[src/hw/cos_pkg.sv]
package cos_pkg;

	// register map
	localparam logic [3:0] CTRL_OFFSET = 4'h0;
	localparam logic [7:0] CTRL_RESET  = 8'h00;

	// field positions of comparator_output_control
	localparam int MIRROR_A_BIT  = 7;
	localparam int MIRROR_B_BIT  = 6;
	localparam int REF_SEL_A_BIT = 5;
	localparam int REF_SEL_B_BIT = 4;
	localparam int HYS_A_BIT     = 3;
	localparam int HYS_B_BIT     = 2;
	localparam int SYNC_A_BIT    = 1;
	localparam int SYNC_B_BIT    = 0;

	// writable field mask (mirrors are read-only)
	localparam logic [7:0] CTRL_WR_MASK = 8'h3f;

	// prescaler default ratio log2 (1:1)
	localparam int PRESCALE_LOG2_RESET = 0;

	// per-comparator configuration
	typedef struct packed {
		logic ref_select;
		logic hysteresis_enable;
		logic timer_sync_enable;
	} cos_cmp_cfg_t;

	// register bus request
	typedef struct packed {
		logic [3:0] addr;
		logic [7:0] wdata;
		logic       wr;
		logic       rd;
	} cos_bus_req_t;

endpackage : cos_pkg

[src/hw/cos_sync_latch.sv]
`timescale 1ns/1ps
module cos_sync_latch
	import cos_pkg::*;
(
	// clock and reset
	input  wire logic i_clk,
	input  wire logic i_reset,
	// control
	input  wire logic i_timer_edge,
	input  wire logic i_sync_enable,
	// comparator
	input  wire logic i_cmp_raw,
	output logic      o_cmp_out
);

	logic latched;

	always_ff @(posedge i_clk) begin
		if (i_reset) begin
			latched <= 1'b0;
		end else if (i_timer_edge) begin
			latched <= i_cmp_raw;
		end
	end

	assign o_cmp_out = i_sync_enable ? latched : i_cmp_raw;

endmodule : cos_sync_latch

[src/hw/cos_comparator_output_sync.sv]
`timescale 1ns/1ps
module cos_comparator_output_sync
	import cos_pkg::*;
#(
	parameter int PRESCALE_LOG2_MAX = 3,
	parameter int TIMER_WIDTH       = 16
) (
	// clock and reset
	input  wire logic                   i_clk,
	input  wire logic                   i_reset,
	// register port
	input  wire logic [3:0]             i_addr,
	input  wire logic [7:0]             i_wdata,
	input  wire logic                   i_wr,
	input  wire logic                   i_rd,
	output logic      [7:0]             o_rdata,
	// timer source and prescaler
	input  wire logic                   i_timer_src_clk,
	input  wire logic [1:0]             i_prescale_log2,
	output logic      [TIMER_WIDTH-1:0] o_timer_count,
	// comparator cores
	input  wire logic                   i_cmp_a_raw,
	input  wire logic                   i_cmp_b_raw,
	output logic                        o_cmp_a_output,
	output logic                        o_cmp_b_output,
	// analog configuration
	output logic                        o_cmp_a_ref_select,
	output logic                        o_cmp_b_ref_select,
	output logic                        o_cmp_a_hysteresis_enable,
	output logic                        o_cmp_b_hysteresis_enable
);

	// decode
	cos_bus_req_t bus;
	logic         hit;
	logic         wr_hit;
	logic         rd_hit;

	// configuration
	cos_cmp_cfg_t cfg_a;
	cos_cmp_cfg_t cfg_b;
	logic [5:0]   ctrl;

	// timer path
	logic         src_prev;
	logic         src_rise;
	logic [1:0]   prescale_sel;
	logic [7:0]   prescale_cnt;
	logic [7:0]   prescale_top;
	logic         prescale_wrap;
	logic         timer_edge;

	// readback
	logic [7:0]   read_word;

	// port flattened into one carrier so decode sees one word
	assign bus = '{addr: i_addr, wdata: i_wdata, wr: i_wr, rd: i_rd};

	// only one register is mapped; other offsets are ignored
	always_comb begin
		unique case (bus.addr)
			CTRL_OFFSET: begin
				hit = 1'b1;
			end
			default: begin
				hit = 1'b0;
			end
		endcase
	end

	// strobes qualified once so every consumer agrees on a hit
	assign wr_hit = bus.wr && hit;
	assign rd_hit = bus.rd && hit;

	// writable control bits; mirrors never stored here
	// bits 7 and 6 of a write have no flop and are dropped
	always_ff @(posedge i_clk) begin
		if (i_reset) begin
			ctrl <= CTRL_RESET[5:0];
		end else if (wr_hit) begin
			ctrl[REF_SEL_A_BIT] <= bus.wdata[REF_SEL_A_BIT];
			ctrl[REF_SEL_B_BIT] <= bus.wdata[REF_SEL_B_BIT];
			ctrl[HYS_A_BIT]     <= bus.wdata[HYS_A_BIT];
			ctrl[HYS_B_BIT]     <= bus.wdata[HYS_B_BIT];
			ctrl[SYNC_A_BIT]    <= bus.wdata[SYNC_A_BIT];
			ctrl[SYNC_B_BIT]    <= bus.wdata[SYNC_B_BIT];
		end
	end

	// per-comparator view of the control bits
	always_comb begin
		cfg_a.ref_select        = ctrl[REF_SEL_A_BIT];
		cfg_a.hysteresis_enable = ctrl[HYS_A_BIT];
		cfg_a.timer_sync_enable = ctrl[SYNC_A_BIT];
	end

	always_comb begin
		cfg_b.ref_select        = ctrl[REF_SEL_B_BIT];
		cfg_b.hysteresis_enable = ctrl[HYS_B_BIT];
		cfg_b.timer_sync_enable = ctrl[SYNC_B_BIT];
	end

	assign o_cmp_a_ref_select        = cfg_a.ref_select;
	assign o_cmp_b_ref_select        = cfg_b.ref_select;

	assign o_cmp_a_hysteresis_enable = cfg_a.hysteresis_enable;
	assign o_cmp_b_hysteresis_enable = cfg_b.hysteresis_enable;

	// timer source is sampled; rising edge becomes one-cycle enable
	// limitation: source must stay high and low a clock each
	always_ff @(posedge i_clk) begin
		if (i_reset) begin
			// tracks the pin in reset, so no false edge follows
			src_prev <= i_timer_src_clk;
		end else begin
			src_prev <= i_timer_src_clk;
		end
	end
	// one-cycle pulse per source rise
	assign src_rise = i_timer_src_clk & ~src_prev;

	// ratio above the supported maximum is held at the maximum
	// only reachable when the maximum is set below three
	always_comb begin
		if (int'(i_prescale_log2) > PRESCALE_LOG2_MAX) begin
			prescale_sel = 2'(PRESCALE_LOG2_MAX);
		end else begin
			prescale_sel = i_prescale_log2;
		end
	end

	assign prescale_top  = 8'((9'h001 << prescale_sel) - 9'h001);
	// compare is >= so a ratio lowered mid-count wraps at once
	assign prescale_wrap = (prescale_cnt >= prescale_top);

	always_ff @(posedge i_clk) begin
		if (i_reset) begin
			prescale_cnt <= 8'h00;
		end else if (src_rise) begin
			if (prescale_wrap) begin
				prescale_cnt <= 8'h00;
			end else begin
				prescale_cnt <= prescale_cnt + 8'h01;
			end
		end
	end

	// same pulse feeds counter and latches, so no race
	assign timer_edge = src_rise && prescale_wrap;

	// counter steps on the same edge
	always_ff @(posedge i_clk) begin
		if (i_reset) begin
			o_timer_count <= '0;
		end else if (timer_edge) begin
			// wraps silently; no overflow flag is kept
			o_timer_count <= o_timer_count + TIMER_WIDTH'(1);
		end
	end

	// sync enables select latched or raw
	cos_sync_latch u_latch_a (
		.i_clk         (i_clk),
		.i_reset       (i_reset),
		.i_timer_edge  (timer_edge),
		.i_sync_enable (cfg_a.timer_sync_enable),
		.i_cmp_raw     (i_cmp_a_raw),
		.o_cmp_out     (o_cmp_a_output)
	);

	// b shares the edge, so both mirrors stay aligned
	cos_sync_latch u_latch_b (
		.i_clk         (i_clk),
		.i_reset       (i_reset),
		.i_timer_edge  (timer_edge),
		.i_sync_enable (cfg_b.timer_sync_enable),
		.i_cmp_raw     (i_cmp_b_raw),
		.o_cmp_out     (o_cmp_b_output)
	);

	// both taken in one cycle, so no skew between them
	always_comb begin
		read_word                = 8'h00;
		// status
		read_word[MIRROR_A_BIT]  = o_cmp_a_output;
		read_word[MIRROR_B_BIT]  = o_cmp_b_output;
		// configuration
		read_word[REF_SEL_A_BIT] = cfg_a.ref_select;
		read_word[REF_SEL_B_BIT] = cfg_b.ref_select;
		read_word[HYS_A_BIT]     = cfg_a.hysteresis_enable;
		read_word[HYS_B_BIT]     = cfg_b.hysteresis_enable;
		read_word[SYNC_A_BIT]    = cfg_a.timer_sync_enable;
		read_word[SYNC_B_BIT]    = cfg_b.timer_sync_enable;
	end

	// read data one cycle after strobe; zero otherwise
	// zero between reads keeps a stale value off a shared bus
	always_ff @(posedge i_clk) begin
		if (i_reset) begin
			o_rdata <= 8'h00;
		end else if (rd_hit) begin
			o_rdata <= read_word;
		end else begin
			o_rdata <= 8'h00;
		end
	end

endmodule : cos_comparator_output_sync

[config.mk]
export PLATFORM = sky130hd
export DESIGN_NAME = cos_comparator_output_sync
export DESIGN_NICKNAME = d
export VERILOG_FILES = /design/src/hw/cos_pkg.sv /design/src/hw/cos_sync_latch.sv /design/src/hw/cos_comparator_output_sync.sv
export SDC_FILE = /design/constraint.sdc
export NUM_CORES = 1
export LEC_CHECK = 0
export ABC_AREA = 1
export BUFFER_PORTS_ARGS = -buffer_cell sky130_fd_sc_hd__clkbuf_2
export CAP_MARGIN = 5
export CORE_MARGIN = 2
export CORE_UTILIZATION = 56
export DETAILED_ROUTE_END_ITERATION = 16
export HOLD_SLACK_MARGIN = 0.06
export PLACE_DENSITY = 0.84
export SLEW_MARGIN = 20
export SYNTH_ARGS = -nofsm -noshare
export SYNTH_HDL_FRONTEND = slang
export SYNTH_SLANG_ARGS = --single-unit
[constraint.sdc]
create_clock -name i_clk -period 3.6 [get_ports i_clk]
set_clock_uncertainty 0.05 [all_clocks]
set_input_delay 0.54 -clock i_clk [delete_from_list [all_inputs] [get_ports i_clk]]
set_output_delay 0.54 -clock i_clk [all_outputs]
set_load 0.005 [all_outputs]
==> impl_metrics.py, run 1 <==
metrics = {
    "cts": {
        "clk_path_buf_depth": 2,
        "cts_repair_resize_count": 0,
        "cts_root_buffer": "sky130_fd_sc_hd__clkbuf_4",
        "clock_insertion_delay_at_the_later_pin_of_the_skew_report_ps": 370,
        "buffers_inserted_by_post_cts_timing_repair": 0,
        "clkSlewWorstSetupHoldPaths_ps": 110,
        "post_cts_hold_buffer_count": 0,
        "cts_inserted_buffers": 5,
        "clock_h_tree_levels": 2,
        "cts_tree": "yes",
        "tritoncts_num_sinks": 41,
    },
    "detailed_routing": {
        "first_iter_violations": 97,
        "route.detailed.wl_per_inst_um": 10.94,
        "vias": 1887,
        "ant_nets": 0,
        "detailedRoute.firstPassIterationCount": 5,
        "avgViaCountPerCell": 5.073,
        "route.detailed.drc": 0,
        "totalWireLength_um": 4071,
    },
    "job": {
        "maxCapViolCount": 0,
    },
    "power": {
        "switching_share_pct": 23.17,
        "power_density_nw_per_um2": 359.6,
        "power.leakage_uw": 0.001004,
        "relative_contribution_of_sequential_cells_to_total_power_pct": 55.1,
        "net-switching-power_uw": 194.7,
        "power_frac_comb_pct": 7.0,
        "ir_drop_mv": 0.2274,
        "internal_power_uw": 645.4,
        "share_clk_of_total_power_pct": 38.0,
    },
    "final_layout": {
        "seqCellArea_um2": 820.8,
        "multiInputGateArea_um2": 998.5,
        "instances_no_fill": 372,
        "fillerInstances": 289,
        "area_delta_synth_final_pct": 17.27,
        "layout.nets": 352,
        "diodes": 0,
        "layout_commonest_cell": "sky130_fd_sc_hd__nand2_1",
        "commonest_cells_after_routing_fill_and_taps_aside": "68 x sky130_fd_sc_hd__nand2_1, 48 x sky130_fd_sc_hd__clkbuf_2, 41 x sky130_fd_sc_hd__dfxtp_1",
        "final_layout_size_suffix_gt1_share_pct": 22.39,
    },
    "global_route": {
        "first_global_vias": 1678,
        "global_route.usage.total_pct": 21.63,
        "gr-usage-met1_pct": 24.83,
        "globalRoute.totalOverflow": 0,
        "grt_max_degree": 22,
        "grtUsageMet2_pct": 37.24,
        "grt.busiest_layer": "met2",
        "met3_usage_pct": 5.000,
        "antenna_found_initial": 0,
        "grt_first_pass_wirelength_um": 6893,
    },
    "logic_synthesis": {
        "yosys.area_share.adder_pct": 3.769,
        "yosysWarnings": 0,
        "area_share_of_and_or_nand_nor_cells_after_synthesis_pct": 37.12,
        "synth_nets": 302,
        "yosys_most_used_dff": "sky130_fd_sc_hd__dfxtp_1",
        "async_flop_share_pct": 0,
        "yosys-top-cells-area": "sky130_fd_sc_hd__dfxtp_1 41%, sky130_fd_sc_hd__nand2_1 13%, sky130_fd_sc_hd__nor2_1 7.5%",
        "postSynthRegisterBits": 41,
        "synth_top_family_by_area": "simple AND/OR/NAND/NOR gates",
        "synth.top_cell.area_share_pct": 41.21,
        "complex_gate_fraction_of_the_synthesized_area_pct": 6.407,
        "netlist_area_um2": 1992,
        "synthesis.instances": 275,
        "synth-xor-area-share_pct": 2.638,
        "yosysSeqAreaShare_pct": 41.21,
        "post_synth_edffs": 0,
        "synth.avg_cell_area_um2": 7.243,
        "post_synth_mux_area_share_pct": 0,
        "netlist-cell-type-count": 33,
        "synth_area_leader": "sky130_fd_sc_hd__dfxtp_1",
    },
    "floorplan": {
        "chipHeight_um": 63.64,
        "core_area_um2": 3390,
        "ios": 51,
        "die_area_um2": 4050,
        "floorplan.rows": 21,
        "die_x_um": 63.64,
        "start_util_pct": 58.77,
    },
    "sta": {
        "min_period_over_period_pct": 53.73,
        "max_freq_mhz": 517.0,
        "number_of_max_slew_violations_in_the_final_report": 0,
        "final-hold-violation-count": 0,
        "rsz0062_at_grt": "no",
        "setup_total_negative_slack_ps": 0,
        "timing.final.setup_violations": 0,
        "period_needed_ps": 1934,
    },
    "critical_path": {
        "ff2ff_path_depth": 10,
        "max_stage_delay_ps": 370,
        "rr_endpoint": "o_timer_count[11]$_SDFFE_PP0P_",
        "timing.reg2reg.setup_slack_ps": 1870,
        "critical_path.reg2reg.startpoint": "prescale_cnt[0]$_SDFFE_PP0P_",
        "worst-setup-path-type": "reg2out",
        "path_cells": "inv_1 > or2_2 > o21ai_0 > inv_1 > clkbuf_2",
        "buf_inv_on_cp": 3,
        "worst-path-max-fanout": 3,
        "path_common_cell": "sky130_fd_sc_hd__inv_1",
        "critPathArrivalTime_ps": 1340,
        "worst_ep_required_time_ps": 3010,
        "critical_path.endpoint_type": "output pin",
        "critical-path-slowest-cell": "sky130_fd_sc_hd__dfxtp_1",
        "worst_path_dominant_cell_family": "flip-flops",
        "crit_path_start_kind": "flip-flop",
    },
    "min_path": {
        "holdPathEnd": "src_prev$_DFF_P_",
        "min_from": "i_timer_src_clk",
        "hold-path-cell-count": 1,
        "worst_hold_path_type": "in2reg",
    },
    "place": {
        "dp_cells": 364,
        "port_buffers": 48,
        "gp_routability_congestion": 0.8459,
        "dp_hpwl_um": 2979,
    },
    "run_status": {
        "status": "complete, no violations",
    },
}
## through the flow
| stage | util (%) | worst slack [ps] | hold slack (ps) | area (um2) | total power (uW) |
|---|---|---|---|---|---|
| after floorplan | - | 1671 | 368.8 | 1992 | 509.2 |
| after global placement | 66.41 | 1431 | 381.8 | 2251 | 529.0 |
| after detailed placement | 66.41 | 1379 | 386.4 | 2251 | 531.5 |
| after CTS | 68.92 | 1652 | 229.4 | 2336 | 843.8 |
| after global routing | 68.92 | 1544 | 235.8 | 2336 | 867.2 |
| final | 68.92 | 1666 | 233.9 | 2336 | 840.1 |
## final cells by class
cell class | count | share of cell area [%]
clock inverter | 1 | 1.285
inverter | 35 | 5.731
clock buffer | 7 | 2.357
tap | 46 | 2.464
timing repair buffer | 48 | 10.28
multi-input combinational | 194 | 42.74
sequential | 41 | 35.14
## flip-flops by register name (all words and copies together) (netlist names)
signal / count
src_prev: 1
ctrl: 6
u_latch_a.latched: 1
u_latch_b.latched: 1
o_timer_count: 16
prescale_cnt: 8
o_rdata: 8
## power by group through the flow
stage	Sequential, uW	Clock (uW)	Combinational, uW
CTS	463	322	59.0
floorplan	472	0	37.1
detailed placement	473	0	58.6
global placement	473	0	56.4
finish	463	319	58.5
global route	464	337	66.2
## worst max path at each step
stage                               from                            end  cells past startpoint
floorplan             i_prescale_log2[1]  o_timer_count[5]$_SDFFE_PP0P_                     10
global placement      i_prescale_log2[1]  o_timer_count[0]$_SDFFE_PP0P_                     12
detailed placement    i_prescale_log2[1]  o_timer_count[0]$_SDFFE_PP0P_                     12
CTS                 ctrl[0]$_SDFFE_PP0P_                 o_cmp_b_output                      5
global route        ctrl[1]$_SDFFE_PP0P_                 o_cmp_a_output                      5
finish              ctrl[0]$_SDFFE_PP0P_                 o_cmp_b_output                      5
## logic make-up (layout without fill, tap and decap cells)
group | after synthesis | in the layout
DFF | 41 | 41
xor gates and xnor gates | 6 | 6
AOI/OAI and AO/OA | 24 | 24
buffers and inverters | 40 | 91
adders and majority gates | 6 | 6
and+or+nand+nor | 157 | 157
other | 1 | 1
## cell usage after synthesis (2+ instances only)
cell	instances
sky130_fd_sc_hd__a21oi_1	15
sky130_fd_sc_hd__dfxtp_1	41
sky130_fd_sc_hd__nand2_1	68
sky130_fd_sc_hd__nand4_1	8
sky130_fd_sc_hd__nor3_1	5
sky130_fd_sc_hd__o21ai_0	7
sky130_fd_sc_hd__inv_1	32
sky130_fd_sc_hd__nand2_2	2
sky130_fd_sc_hd__nor2_2	2
sky130_fd_sc_hd__nor2_1	40
sky130_fd_sc_hd__clkbuf_1	2
sky130_fd_sc_hd__nand3_1	19
sky130_fd_sc_hd__xor2_1	5
sky130_fd_sc_hd__nor2_4	3
sky130_fd_sc_hd__or2_2	3
sky130_fd_sc_hd__ha_1	6
## metal layers
| layer | wire, um | part of all wire, % | vias up |
|---|---|---|---|
| li1 | - | - | 973 |
| met1 | 1783 | 44 | 847 |
| met2 | 1923 | 47 | 55 |
| met3 | 261 | 6.4 | 12 |
| met4 | 102 | 2.5 | 0 |
| met5 | 0 | 0 | - |
Power figures use the tool's default switching activity.
==> inputs of run 2 (changes only) <==
ABC_AREA = 0   (was 1)
CORE_UTILIZATION = 46   (was 56)
PLACE_DENSITY = 0.75   (was 0.84)
clock period = 1.7 ns   (was 3.6 ns; I/O delays follow)
==> impl_metrics.py, run 2 <==
metrics = {
    "floorplan": {
        "die_area_um2": 4419,
        "start_util_pct": 48.32,
        "chipHeight_um": 66.48,
        "die_x_um": 66.48,
        "core_area_um2": 3716,
        "ios": 51,
        "floorplan.rows": 22,
    },
    "logic_synthesis": {
        "post_synth_edffs": 0,
        "synth.top_cell.area_share_pct": 45.71,
        "postSynthRegisterBits": 41,
        "synth_nets": 216,
        "area_share_of_and_or_nand_nor_cells_after_synthesis_pct": 24.46,
        "synth_most_common_cell": "sky130_fd_sc_hd__dfxtp_1",
        "synth_top_family_by_area": "simple AND/OR/NAND/NOR gates",
        "most_frequent_cells_after_synthesis": "41 x sky130_fd_sc_hd__dfxtp_1, 18 x sky130_fd_sc_hd__nand2_1, 18 x sky130_fd_sc_hd__nor2_1, 17 x sky130_fd_sc_hd__a21oi_1, 10 x sky130_fd_sc_hd__nand3_1",
        "yosys-top-cells-area": "sky130_fd_sc_hd__dfxtp_1 46%, sky130_fd_sc_hd__a21oi_1 4.7%, sky130_fd_sc_hd__ha_1 4.2%",
        "yosysSeqAreaShare_pct": 45.71,
        "synth-xor-area-share_pct": 5.854,
        "yosys.area_share.adder_pct": 4.181,
        "async_flop_share_pct": 0,
        "complex_gate_fraction_of_the_synthesized_area_pct": 11.99,
        "synthesis.instances": 189,
        "netlist-cell-type-count": 39,
        "netlist_area_um2": 1795,
        "yosysWarnings": 0,
        "synth_area_leader": "sky130_fd_sc_hd__dfxtp_1",
        "synth.avg_cell_area_um2": 9.500,
        "post_synth_mux_area_share_pct": 3.484,
        "yosys_most_used_dff": "sky130_fd_sc_hd__dfxtp_1",
    },
    "critical_path": {
        "crit_path_start_kind": "flip-flop",
        "critical-path-slowest-cell": "sky130_fd_sc_hd__or4_4",
        "critical_path.reg2reg.startpoint": "prescale_cnt[3]$_SDFFE_PP0P_",
        "worst_ep_required_time_ps": 1890,
        "path_cells": "ha_4 > o211ai_1 > a21oi_4 > buf_6 > o21ai_4 > buf_6 > or4_4 > a21oi_2",
        "worst-setup-path-type": "reg2reg",
        "critPathArrivalTime_ps": 2110,
        "path_common_cell": "sky130_fd_sc_hd__buf_6",
        "buf_inv_on_cp": 2,
        "rr_endpoint": "o_timer_count[10]$_SDFFE_PP0P_",
        "worst-path-max-fanout": 7,
        "ff2ff_path_depth": 8,
        "worst_path_dominant_cell_family": "compound AO/OA/AOI/OAI gates",
        "max_stage_delay_ps": 410,
        "critical_path.endpoint_type": "flip-flop",
        "timing.reg2reg.setup_slack_ps": -220,
    },
    "cts": {
        "cts_inserted_buffers": 5,
        "cts_tree": "yes",
        "clock_insertion_delay_at_the_later_pin_of_the_skew_report_ps": 300,
        "clkSlewWorstSetupHoldPaths_ps": 90,
        "clock_h_tree_levels": 2,
        "tritoncts_num_sinks": 41,
        "clk_path_buf_depth": 2,
        "cts_root_buffer": "sky130_fd_sc_hd__clkbuf_8",
    },
    "sta": {
        "final-hold-violation-count": 0,
        "finalWorstSetupSlack_ps": -222.6,
        "min_period_over_period_pct": 113.1,
        "number_of_max_slew_violations_in_the_final_report": 0,
        "timing.final.setup_violations": 26,
        "period_needed_ps": 1923,
        "max_freq_mhz": 520.1,
        "rsz0062_at_grt": "yes",
    },
    "power": {
        "power.leakage_uw": 0.001118,
        "power_density_nw_per_um2": 696.4,
        "ir_drop_mv": 0.3527,
    },
    "global_route": {
        "gr-usage-met1_pct": 24.08,
        "grt_max_degree": 16,
        "antenna_found_initial": 0,
        "first_global_vias": 1560,
        "grtUsageMet2_pct": 35.63,
        "met3_usage_pct": 5.912,
        "globalRoute.totalOverflow": 0,
        "grt.busiest_layer": "met2",
        "grt_first_pass_wirelength_um": 6969,
        "global_route.usage.total_pct": 20.73,
    },
    "detailed_routing": {
        "avgViaCountPerCell": 5.171,
        "totalWireLength_um": 4248,
        "route.detailed.wl_per_inst_um": 13.19,
        "detailedRoute.firstPassIterationCount": 4,
        "ant_nets": 0,
        "vias": 1665,
        "route.detailed.drc": 0,
        "first_iter_violations": 73,
    },
    "min_path": {
        "hold-path-cell-count": 3,
        "worst_hold_path_type": "in2reg",
        "holdPathEnd": "ctrl[2]$_SDFFE_PP0P_",
        "min_from": "i_wdata[2]",
    },
    "run_status": {
        "status": "finished with violations",
        "violations": "negative setup slack",
    },
    "final_layout": {
        "layout.nets": 300,
        "reg_top3": "o_timer_count (16), o_rdata (8), prescale_cnt (8)",
        "diodes": 0,
        "layout_commonest_cell": "sky130_fd_sc_hd__clkbuf_2",
        "final_layout_size_suffix_gt1_share_pct": 45.26,
        "instances_no_fill": 322,
        "largest_register_ffs": 16,
        "commonest_cells_after_routing_fill_and_taps_aside": "48 x sky130_fd_sc_hd__clkbuf_2, 38 x sky130_fd_sc_hd__dfxtp_1, 32 x sky130_fd_sc_hd__buf_4",
        "design_area_um2": 2565,
        "largest-register": "o_timer_count",
        "area_delta_synth_final_pct": 42.86,
    },
    "place": {
        "dp_cells": 308,
        "area_after_detailed_placement_um2": 2297,
        "dp_hpwl_um": 2931,
        "gp_routability_congestion": 0.8118,
        "port_buffers": 48,
    },
    "job": {
        "maxCapViolCount": 0,
    },
}
-- run 2: cell types whose count changed after synthesis, sizes merged, moves of 4 or more --
cell | previous run | this run
nand4 | 8 | 2
o31ai | 0 | 6
and2 | 0 | 8
or4 | 0 | 6
mux2i | 0 | 4
inv | 34 | 4
nand3 | 20 | 10
nor3 | 6 | 1
nand2 | 72 | 18
nor2 | 45 | 18
or3 | 0 | 4
-- run 2: how the worst max path moves through the flow --
stage	from	slack, ps	cells after the start	end
after floorplan	i_prescale_log2[1]	-110	8	o_timer_count[14]$_SDFFE_PP0P_
after global placement	i_prescale_log2[1]	-340	9	o_timer_count[8]$_SDFFE_PP0P_
after detailed placement	i_prescale_log2[1]	-370	10	u_latch_b.latched$_SDFFE_PP0P_
after CTS	prescale_cnt[3]$_SDFFE_PP0P_	-200	8	o_timer_count[10]$_SDFFE_PP0P_
after global routing	prescale_cnt[1]$_SDFFE_PP0P_	-290	8	u_latch_b.latched$_SDFFE_PP0P_
final	prescale_cnt[3]$_SDFFE_PP0P_	-220	8	o_timer_count[10]$_SDFFE_PP0P_
-- run 2: kinds of logic after synthesis --
family	count (synthesis)
buffers and inverters	11
other	1
flip-flops	41
AO/OA/AOI/OAI	34
AND/OR/NAND/NOR	78
adder cells (fa/ha/maj)	6
XOR/XNOR	12
multiplexers	6
-- run 2: report_power, final --
part / internal, uW / switching, uW / total [uW]
Combinational: 69.3 / 73.1 / 142
Clock: 297 / 375 / 671
Sequential: 968 / 4.79 / 972
-- run 2: metal layers --
layer	routed length (um)	part of all wire, %
met1	1823	43
met2	2058	48
met3	246	5.8
met4	120	2.8
met5	0	0
-- run 2: what timing repair did --
item	4_1_cts	5_1_grt
endpoints found under the setup margin	26	26
resized for setup	11	14
setup buffers	4	1
gates cloned	0	0
pin swaps	11	9
hold buffers	1	0
endpoints found under the hold margin	1	0
-- run 2: cell type report --
cell class	instances	area, um2
sequential	41	824.5
clock buffer	5	68.82
fill	302	1151
inverter	4	15.01
multi-input combinational	137	1047
clock inverter	3	25.02
timing repair buffer	84	524.3
tap	48	60.06
-- run 2: tightest hold or removal path: stages --
cell	delay [ps]
sky130_fd_sc_hd__clkbuf_2	80
sky130_fd_sc_hd__nand3_1	50
sky130_fd_sc_hd__a21oi_1	50
-- run 2: stage by stage --
step	utilization (%)	TNS (ps)	power (uW)	hold slack (ps)	setup WS [ps]
2_1_floorplan	-	-517.5	1065	232.7	-105.1
5_1_grt	69.02	-5936	1864	134.1	-293.2
4_1_cts	67.04	-2625	1791	127.2	-195.8
3_5_place_dp	61.82	-7641	1117	341.2	-370.2
3_3_place_gp	61.82	-6584	1114	330.7	-335.1
6_report	69.02	-3824	1786	127.1	-222.6
==> inputs of run 3 (changes only) <==
CORE_ASPECT_RATIO = 1.2   (was unset)
==> impl_metrics.py, run 3 (synthesis gave the netlist of run 2 again) <==
metrics = {
    "run_status": {
        "status": "finished with violations",
        "violations": "negative setup slack",
    },
    "final_layout": {
        "layout_commonest_cell": "sky130_fd_sc_hd__clkbuf_2",
        "layout.nets": 300,
        "largest-register": "o_timer_count",
        "reg_top3": "o_timer_count (16), o_rdata (8), prescale_cnt (8)",
        "largest_register_ffs": 16,
        "final_layout_size_suffix_gt1_share_pct": 46.72,
        "instances_no_fill": 326,
        "commonest_cells_after_routing_fill_and_taps_aside": "48 x sky130_fd_sc_hd__clkbuf_2, 38 x sky130_fd_sc_hd__dfxtp_1, 28 x sky130_fd_sc_hd__buf_4",
        "finish.utilization_pct": 71.17,
        "diodes": 0,
        "area_delta_synth_final_pct": 46.41,
    },
    "critical_path": {
        "worst_ep_required_time_ps": 1880,
        "worst-setup-path-type": "reg2reg",
        "max_stage_delay_ps": 410,
        "critical-path-slowest-cell": "sky130_fd_sc_hd__or4_1",
        "worst-path-max-fanout": 6,
        "critical_path.endpoint_type": "flip-flop",
        "critPathArrivalTime_ps": 2120,
        "path_cells": "ha_4 > o211ai_1 > a21oi_4 > buf_6 > o21ai_4 > buf_6 > or4_1 > a21oi_1",
        "crit_path_start_kind": "flip-flop",
        "path_common_cell": "sky130_fd_sc_hd__buf_6",
    },
    "cts": {
        "cts_root_buffer": "sky130_fd_sc_hd__clkbuf_8",
        "clk_path_buf_depth": 2,
        "clkSlewWorstSetupHoldPaths_ps": 80,
        "clock_insertion_delay_at_the_later_pin_of_the_skew_report_ps": 300,
        "clock_h_tree_levels": 2,
        "tritoncts_num_sinks": 41,
        "cts_tree": "yes",
        "cts_inserted_buffers": 5,
    },
    "global_route": {
        "grt_first_pass_wirelength_um": 6679,
        "antenna_found_initial": 0,
        "global_route.usage.total_pct": 19.93,
        "globalRoute.totalOverflow": 0,
        "first_global_vias": 1600,
        "grt_max_degree": 14,
    },
    "sta": {
        "final-hold-violation-count": 0,
        "timing.final.setup_violations": 22,
        "max_freq_mhz": 516.0,
        "period_needed_ps": 1938,
        "finalWorstSetupSlack_ps": -238.0,
        "timing.hold.ws_ps": 135.7,
        "number_of_max_slew_violations_in_the_final_report": 0,
        "rsz0062_at_grt": "yes",
        "min_period_over_period_pct": 114.0,
    },
    "place": {
        "dp_hpwl_um": 3029,
        "port_buffers": 48,
        "dp_cells": 311,
        "gp_routability_congestion": 0.7749,
    },
    "detailed_routing": {
        "route.detailed.wl_per_inst_um": 13.33,
        "ant_nets": 0,
        "first_iter_violations": 46,
        "avgViaCountPerCell": 5.120,
        "vias": 1669,
        "detailedRoute.firstPassIterationCount": 6,
        "route.detailed.drc": 0,
        "totalWireLength_um": 4345,
    },
    "power": {
        "ir_drop_mv": 0.6174,
        "power_density_nw_per_um2": 778.9,
        "power.leakage_uw": 0.001153,
    },
    "floorplan": {
        "die_x_um": 61.03,
        "die_area_um2": 4421,
        "chipHeight_um": 72.44,
        "floorplan.rows": 24,
        "core_area_um2": 3694,
        "start_util_pct": 48.61,
        "ios": 51,
    },
    "job": {
        "maxCapViolCount": 0,
    },
    "min_path": {
        "worst_hold_path_type": "in2reg",
    },
}
-- run 3: cell types whose count changed in the layout (fill, tap and decap cells not counted), moves of 3 or more --
cell / delta
sky130_fd_sc_hd__buf_6: +4
sky130_fd_sc_hd__nor2_4: +3
sky130_fd_sc_hd__nor2_1: -5
sky130_fd_sc_hd__buf_4: -4
-- run 3: what timing repair did --
| item | in CTS | in global routing |
|---|---|---|
| gates resized for setup | 11 | 24 |
| endpoints found under the hold margin | 1 | 0 |
| hold buffers | 1 | 0 |
| endpoints found under the setup margin | 25 | 26 |
| pin swaps | 11 | 17 |
| setup buffers | 4 | 3 |
-- run 3: critical path, delay by kind of cell (launching register included) --
family          cells  cell delay, ps
fa+ha+maj           1             270
buf+inv             2             270
compound gates      4             530
simple gates        1             410
flops               1             340
-- run 3: routing by layer --
layer / vias to the layer above / track usage (%) / wire length [um]
met5: - / 0 / 0
met4: 0 / 7.005 / 68
met3: 9 / 5.882 / 194
met2: 46 / 35.22 / 2354
met1: 781 / 21.98 / 1728
li1: 833 / - / -
-- run 3: layout make-up --
| cell class | count | area, um2 |
|---|---|---|
| tap | 52 | 65.06 |
| clock buffer | 5 | 68.82 |
| sequential | 41 | 824.5 |
| clock inverter | 3 | 65.06 |
| fill | 280 | 1065 |
| inverter | 4 | 15.01 |
| timing repair buffer | 84 | 539.3 |
| multi-input combinational | 137 | 1051 |
-- run 3: stage by stage --
stage                     cell area [um2]  worst slack (ps)  setup TNS (ps)  total power (uW)
final                                2629            -238.0           -2268              2048
after detailed placement             2295            -398.7           -7509              1113
after floorplan                      1831            -105.1          -517.5              1065
after global routing                 2629            -318.2           -4762              2119
after CTS                            2525            -219.6           -2815              2045
after global placement               2295            -375.5           -6746              1111
-- run 3: worst paths after layout --
check	from	to	slack, ps	cells past startpoint
max	prescale_cnt[3]$_SDFFE_PP0P_	o_timer_count[12]$_SDFFE_PP0P_	-240	8
min	i_wdata[5]	ctrl[5]$_SDFFE_PP0P_	140	3
max reg2reg	prescale_cnt[3]$_SDFFE_PP0P_	o_timer_count[12]$_SDFFE_PP0P_	-240	8
min reg2reg	ctrl[5]$_SDFFE_PP0P_	ctrl[5]$_SDFFE_PP0P_	430	2
-- run 3: where the power goes --
group / internal (uW) / switching (uW)
clock network: 583 / 350
logic: 69.7 / 72.0
registers: 968 / 5.22
